--- src/exec_pkg.sv ---
package exec_pkg;

    // ========================================================================
    // Opcode fields and constants
    // ========================================================================
    localparam logic [5:0] INCR_OPCODE = 6'h0A;
    localparam logic [5:0] SWAP_OPCODE = 6'h0E;
    localparam logic [10:0] DIRLOAD_PREFIX = 11'h00C;
    localparam logic [2:0] DIR_SEL_MIN = 3'h5;
    localparam logic [2:0] DIR_SEL_MAX = 3'h7;
    localparam logic [7:0] BYTE_RESET = 8'h00;
    localparam logic [7:0] BYTE_ONE = 8'h01;
    localparam logic [7:0] DIR_RESET = 8'hFF;

    typedef enum logic [1:0] {
        OP_NONE,
        OP_INCR,
        OP_SWAP,
        OP_DIRLOAD
    } op_kind_t;

    // Result of one executed instruction, as seen by the register file.
    typedef struct packed {
        logic       acc_we;
        logic       file_we;
        logic [6:0] file_addr;
        logic [7:0] result;
        logic       zero_we;
        logic       zero;
        logic       dir_we;
        logic [1:0] dir_index;
        logic [7:0] dir_data;
    } exec_out_t;

endpackage

--- src/incr_swap_dirload_exec.sv ---
`timescale 1ns/10ps
module incr_swap_dirload_exec (
    input  wire logic               mclk,
    input  wire logic               rst,
    input  wire logic               instr_valid,
    input  wire logic [13:0]        instr,
    input  wire logic [7:0]         file_rdata,
    input  wire logic [7:0]         acc,
    output exec_pkg::exec_out_t     exec_out
);

    // ========================================================================
    // Decode
    // ========================================================================
    exec_pkg::op_kind_t kind;

    // True for a direction load word whose operand lies in the valid range.
    function automatic logic is_dir_load(input logic [13:0] word);
        logic prefix_ok;
        logic sel_ok;
        prefix_ok = (word[13:3] == exec_pkg::DIRLOAD_PREFIX);
        sel_ok    = (word[2:0] >= exec_pkg::DIR_SEL_MIN) &&
                    (word[2:0] <= exec_pkg::DIR_SEL_MAX);
        return prefix_ok && sel_ok;
    endfunction

    // True for a direction load word whose operand is below the valid range.
    // Such words are refused and must never reach a direction register.
    function automatic logic is_bad_dir_load(input logic [13:0] word);
        logic prefix_ok;
        prefix_ok = (word[13:3] == exec_pkg::DIRLOAD_PREFIX);
        return prefix_ok && (word[2:0] < exec_pkg::DIR_SEL_MIN);
    endfunction

    // Exchanges the two nibbles of a byte.
    function automatic logic [7:0] swap_nibbles(input logic [7:0] value);
        return {value[3:0], value[7:4]};
    endfunction

    always_comb
    begin
        kind = exec_pkg::OP_NONE;
        if (instr_valid)
        begin
            if (instr[13:8] == exec_pkg::INCR_OPCODE)
                kind = exec_pkg::OP_INCR;
            else if (instr[13:8] == exec_pkg::SWAP_OPCODE)
                kind = exec_pkg::OP_SWAP;
            else if (is_dir_load(instr))
                kind = exec_pkg::OP_DIRLOAD;
        end
    end

    // ========================================================================
    // Execute; the state is the registered result record
    // ========================================================================
    exec_pkg::exec_out_t state;
    exec_pkg::exec_out_t next_state;
    logic [7:0]          sum;

    assign sum = file_rdata + exec_pkg::BYTE_ONE;

    always_comb
    begin
        next_state = '0;
        next_state.file_addr = instr[6:0];
        case (kind)
            exec_pkg::OP_INCR:
            begin
                next_state.result  = sum;
                next_state.acc_we  = ~instr[7];
                next_state.file_we = instr[7];
                next_state.zero_we = 1'b1;
                next_state.zero    = (sum == exec_pkg::BYTE_RESET);
            end
            exec_pkg::OP_SWAP:
            begin
                next_state.result  = swap_nibbles(file_rdata);
                next_state.acc_we  = ~instr[7];
                next_state.file_we = instr[7];
            end
            exec_pkg::OP_DIRLOAD:
            begin
                // Direction registers stay file-addressable elsewhere too.
                next_state.dir_we    = 1'b1;
                next_state.dir_index = 2'(instr[2:0] - exec_pkg::DIR_SEL_MIN);
                next_state.dir_data  = acc;
            end
            default:
            begin
                next_state.file_addr = instr[6:0];
            end
        endcase
    end

    always_ff @(posedge mclk)
    begin
        if (rst)
            state <= '0;
        else
            state <= next_state;
    end

    assign exec_out = state;
endmodule // incr_swap_dirload_exec

--- config.mk ---
export PLATFORM = sky130hd
export DESIGN_NAME = incr_swap_dirload_exec
export DESIGN_NICKNAME = d
export VERILOG_FILES = /design/src/exec_pkg.sv /design/src/incr_swap_dirload_exec.sv
export SDC_FILE = /design/constraint.sdc
export NUM_CORES = 1
export LEC_CHECK = 0
export BUFFER_PORTS_ARGS = -buffer_cell sky130_fd_sc_hd__buf_2
export CORE_UTILIZATION = 45
export CTS_CLUSTER_DIAMETER = 150
export DETAILED_ROUTE_END_ITERATION = 10
export GPL_TIMING_DRIVEN = 0
export PLACE_DENSITY = 0.89
export SYNTH_ARGS = -nofsm -noshare
export SYNTH_HDL_FRONTEND = slang
export SYNTH_SLANG_ARGS = --single-unit
--- constraint.sdc ---
create_clock -name mclk -period 3.3 [get_ports mclk]
set_clock_uncertainty 0.2 [all_clocks]
set_input_delay 0.165 -clock mclk [delete_from_list [all_inputs] [get_ports mclk]]
set_output_delay 0.165 -clock mclk [all_outputs]
set_load 0.02 [all_outputs]
==> run_results.csv <==
group,metric,value,unit
clock_network,cts_max_level,2,
logic_synthesis,synthFlopType,"dfxtp_1",
sta,tns,0,ns
worst_setup_path,crit_buf_inv,3,
global_routing,grt_pass1_wl,5.913,mm
sta,rsz0062_at_grt,"no",
worst_setup_path,worstSetupPathType,"input port to flop",
hold_path,hold_class,"input port to flop",
sta,tightestPinTransition,0.8121,ns
layout,synthToLayoutAreaGrowth,66.56,%
drt,route.detailed.drc,0,
pwr,irDropWorstVdd,0.0004398,V
sta,slew_viol_final,0,
place,gp_congestion,0.9177,
clock_network,cts.sinks,30,
logic_synthesis,avgSynthCellArea,10.02,µm²
drt,wl,4.311,mm
worst_setup_path,worst-path-max-fanout,9,
worst_setup_path,worst_path_dominant_cell_family,"buffers and inverters",
layout,antennaDiodeCount,0,
layout,largest_register_ffs,30,
status,violations,"negative hold slack",
hold_path,hold_path_depth,3,
logic_synthesis,synth_async_sr_flop_share,0,
worst_setup_path,critPathCaptureType,"flop",
worst_setup_path,path_cells,"dlygate4sd3_1 -> buf_2 -> nor4_2 -> nand3_1 -> o21ai_0 -> dlygate4sd3_1",
clock_network,numCtsBuffers,5,
hold_path,hp-start,"file_rdata[6]",
drt,drtIter0Drc,74,
run,cap_violations,0,
logic_synthesis,synth_edf_count,0,
sta,whs,-0.01495,ns
floorplan,start_util,0.4970,
drt,vias_per_cell,5.316,
logic_synthesis,synth_compound_area_frac,0.1010,
layout,final_area,1919,µm²
drt,drtPass1Iterations,4,
logic_synthesis,syn_nets,151,
clock_network,cts_buffer_depth,2,
sta,setup_ws,0.9687,ns
logic_synthesis,synth_area,1152,µm²
sta,setup_violations,0,
place,port_buffers,62,
layout,layout_commonest_cell,"buf_2",
floorplan,die_w,52.61,µm
clock_network,path_clk_slew,0.11,ns
sta,period_share,0.7064,
worst_setup_path,crit_required,3.38,ns
layout,final_util,0.8278,
layout,finalNonFillerCells,244,
logic_synthesis,ys_ff_latch,30,
logic_synthesis,synthSimpleGateAreaFrac,0.2834,
layout,drive_gt1_frac,0.3565,
place,place_area,1498,µm²
status,status,"finished with violations",
place,post-place-ws,1.508,ns
floorplan,core_area,2318,µm²
place,placedCellCount,205,
pwr,p_leak,0.9187,nW
pwr,power_density,455.8,nW/µm²
layout,final_nets,251,
pwr,power,0.8747,mW
logic_synthesis,synth-seq-area-share,0.5212,
clock_network,cts_setup_buffers,0,
logic_synthesis,synth_cell_types,30,
floorplan,boundaryPins,63,
logic_synthesis,muxShareOfSynthArea,0,
layout,fillerInstances,100,
worst_setup_path,slowest_stage,"nor4_2",
worst_setup_path,cpMostUsedCell,"dlygate4sd3_1",
sta,fmax,429.0,MHz
drt,vias,1297,
floorplan,die_y,52.61,µm
global_routing,overflow,0,
hold_path,hold_end,"exec_out[11]$_SDFF_PP0_",
logic_synthesis,synth_warnings,0,
logic_synthesis,synthCells,115,
place,dp_hpwl,1.952,mm
floorplan,die_area,2767,µm²
logic_synthesis,synth_top_family_by_area,"simple AND/OR/NAND/NOR gates",
sta,relSlewSlack,0.4541,
global_routing,grt_max_degree,11,
global_routing,track_usage,0.3067,
global_routing,antenna_found_initial,0,
drt,ant_nets,0,
sta,hold_viol,1,
sta,period_minus_slack,2.331,ns
layout,final_cell_mix,"buf_2, dlygate4sd3_1, dfxtp_1",
clock_network,tritoncts,"yes",
worst_setup_path,cp-start-kind,"input port",
global_routing,grt_pass1_vias,1259,
logic_synthesis,synth_xor_area_frac,0.03800,
worst_setup_path,arrival,2.42,ns
clock_network,ctsRootBufferMaster,"clkbuf_4",
drt,wl_per_cell,17.67,µm
logic_synthesis,synthAdderAreaFrac,0.03257,
worst_setup_path,slowest_delay,0.73,ns
floorplan,fp-row-count,17,
[final cells by class]
cell class              count  area (µm²)  area share
repair buffers             93       620.6      0.3233
flip-flops and latches     30       600.6      0.3129
multi-input cells          80       524.3      0.2731
clock inverters             2       60.06     0.03129
clock buffers               6       51.30     0.02673
well taps                  28       35.03     0.01825
plain buffers               3       20.02     0.01043
inverters                   2       7.507    0.003911
[cell usage after synthesis (2+ instances only)]
library cell / n / area [µm²]
dfxtp_1: 30 / 600.6
nor2_1: 10 / 37.54
and2_1: 9 / 56.30
nand3_1: 8 / 40.04
nor2b_1: 7 / 43.79
nand2_1: 6 / 22.52
nor3_1: 6 / 30.03
a22oi_1: 4 / 30.03
o21ai_0: 4 / 20.02
a21oi_1: 3 / 15.01
ha_1: 3 / 37.54
xnor2_1: 3 / 26.28
inv_1: 2 / 7.510
nor4_2: 2 / 25.02
o21a_1: 2 / 15.01
xor2_1: 2 / 17.52
[timing repair]
item | in CTS | in global routing
endpoints found under the hold margin | 25 | 1
resized for setup | 0 | 0
hold buffers | 29 | 2
[power breakdown]
group | internal, mW | total [mW] | leakage (nW) | switching [mW]
logic | 0.0530 | 0.106 | 0.617 | 0.0527
clock network | 0.257 | 0.401 | 0.0585 | 0.144
registers | 0.367 | 0.368 | 0.244 | 0.00155
total | 0.676 | 0.875 | 0.919 | 0.198
[tightest hold or removal path: cells and delay by family]
kind	cells	cell delay [ns]
AO/OA/AOI/OAI	1	0.08
buffers and inverters	1	0.14
AND/OR/NAND/NOR	1	0.11
[layer usage]
layer | global-route usage | routed length [µm] | vias to the layer above
li1 | - | - | 593
met1 | 0.3262 | 1611 | 603
met2 | 0.5274 | 2141 | 83
met3 | 0.1159 | 401 | 18
met4 | 0.1447 | 156 | 0
met5 | 0 | 0 | -
[how the worst max path moves through the flow]
stage / startpoint / to / slack, ns / cells after the start
2_1_floorplan: file_rdata[0] / exec_out[11]$_SDFF_PP0_ / 1.73 / 5
3_3_place_gp: file_rdata[0] / exec_out[11]$_SDFF_PP0_ / 1.54 / 6
3_5_place_dp: file_rdata[0] / exec_out[11]$_SDFF_PP0_ / 1.51 / 6
4_1_cts: file_rdata[0] / exec_out[11]$_SDFF_PP0_ / 1.29 / 7
5_1_grt: instr[8] / exec_out[18]$_SDFF_PP0_ / 0.89 / 6
6_report: instr[8] / exec_out[18]$_SDFF_PP0_ / 0.97 / 6
[logic make-up (layout without fill, tap and decap cells)]
family	count (synthesis)	after routing
AND/OR/NAND/NOR	57	57
buffers and inverters	5	106
XOR/XNOR	5	5
AO/OA/AOI/OAI	15	15
flip-flops	30	30
adder cells (fa/ha/maj)	3	3
Power figures use the tool's default switching activity.
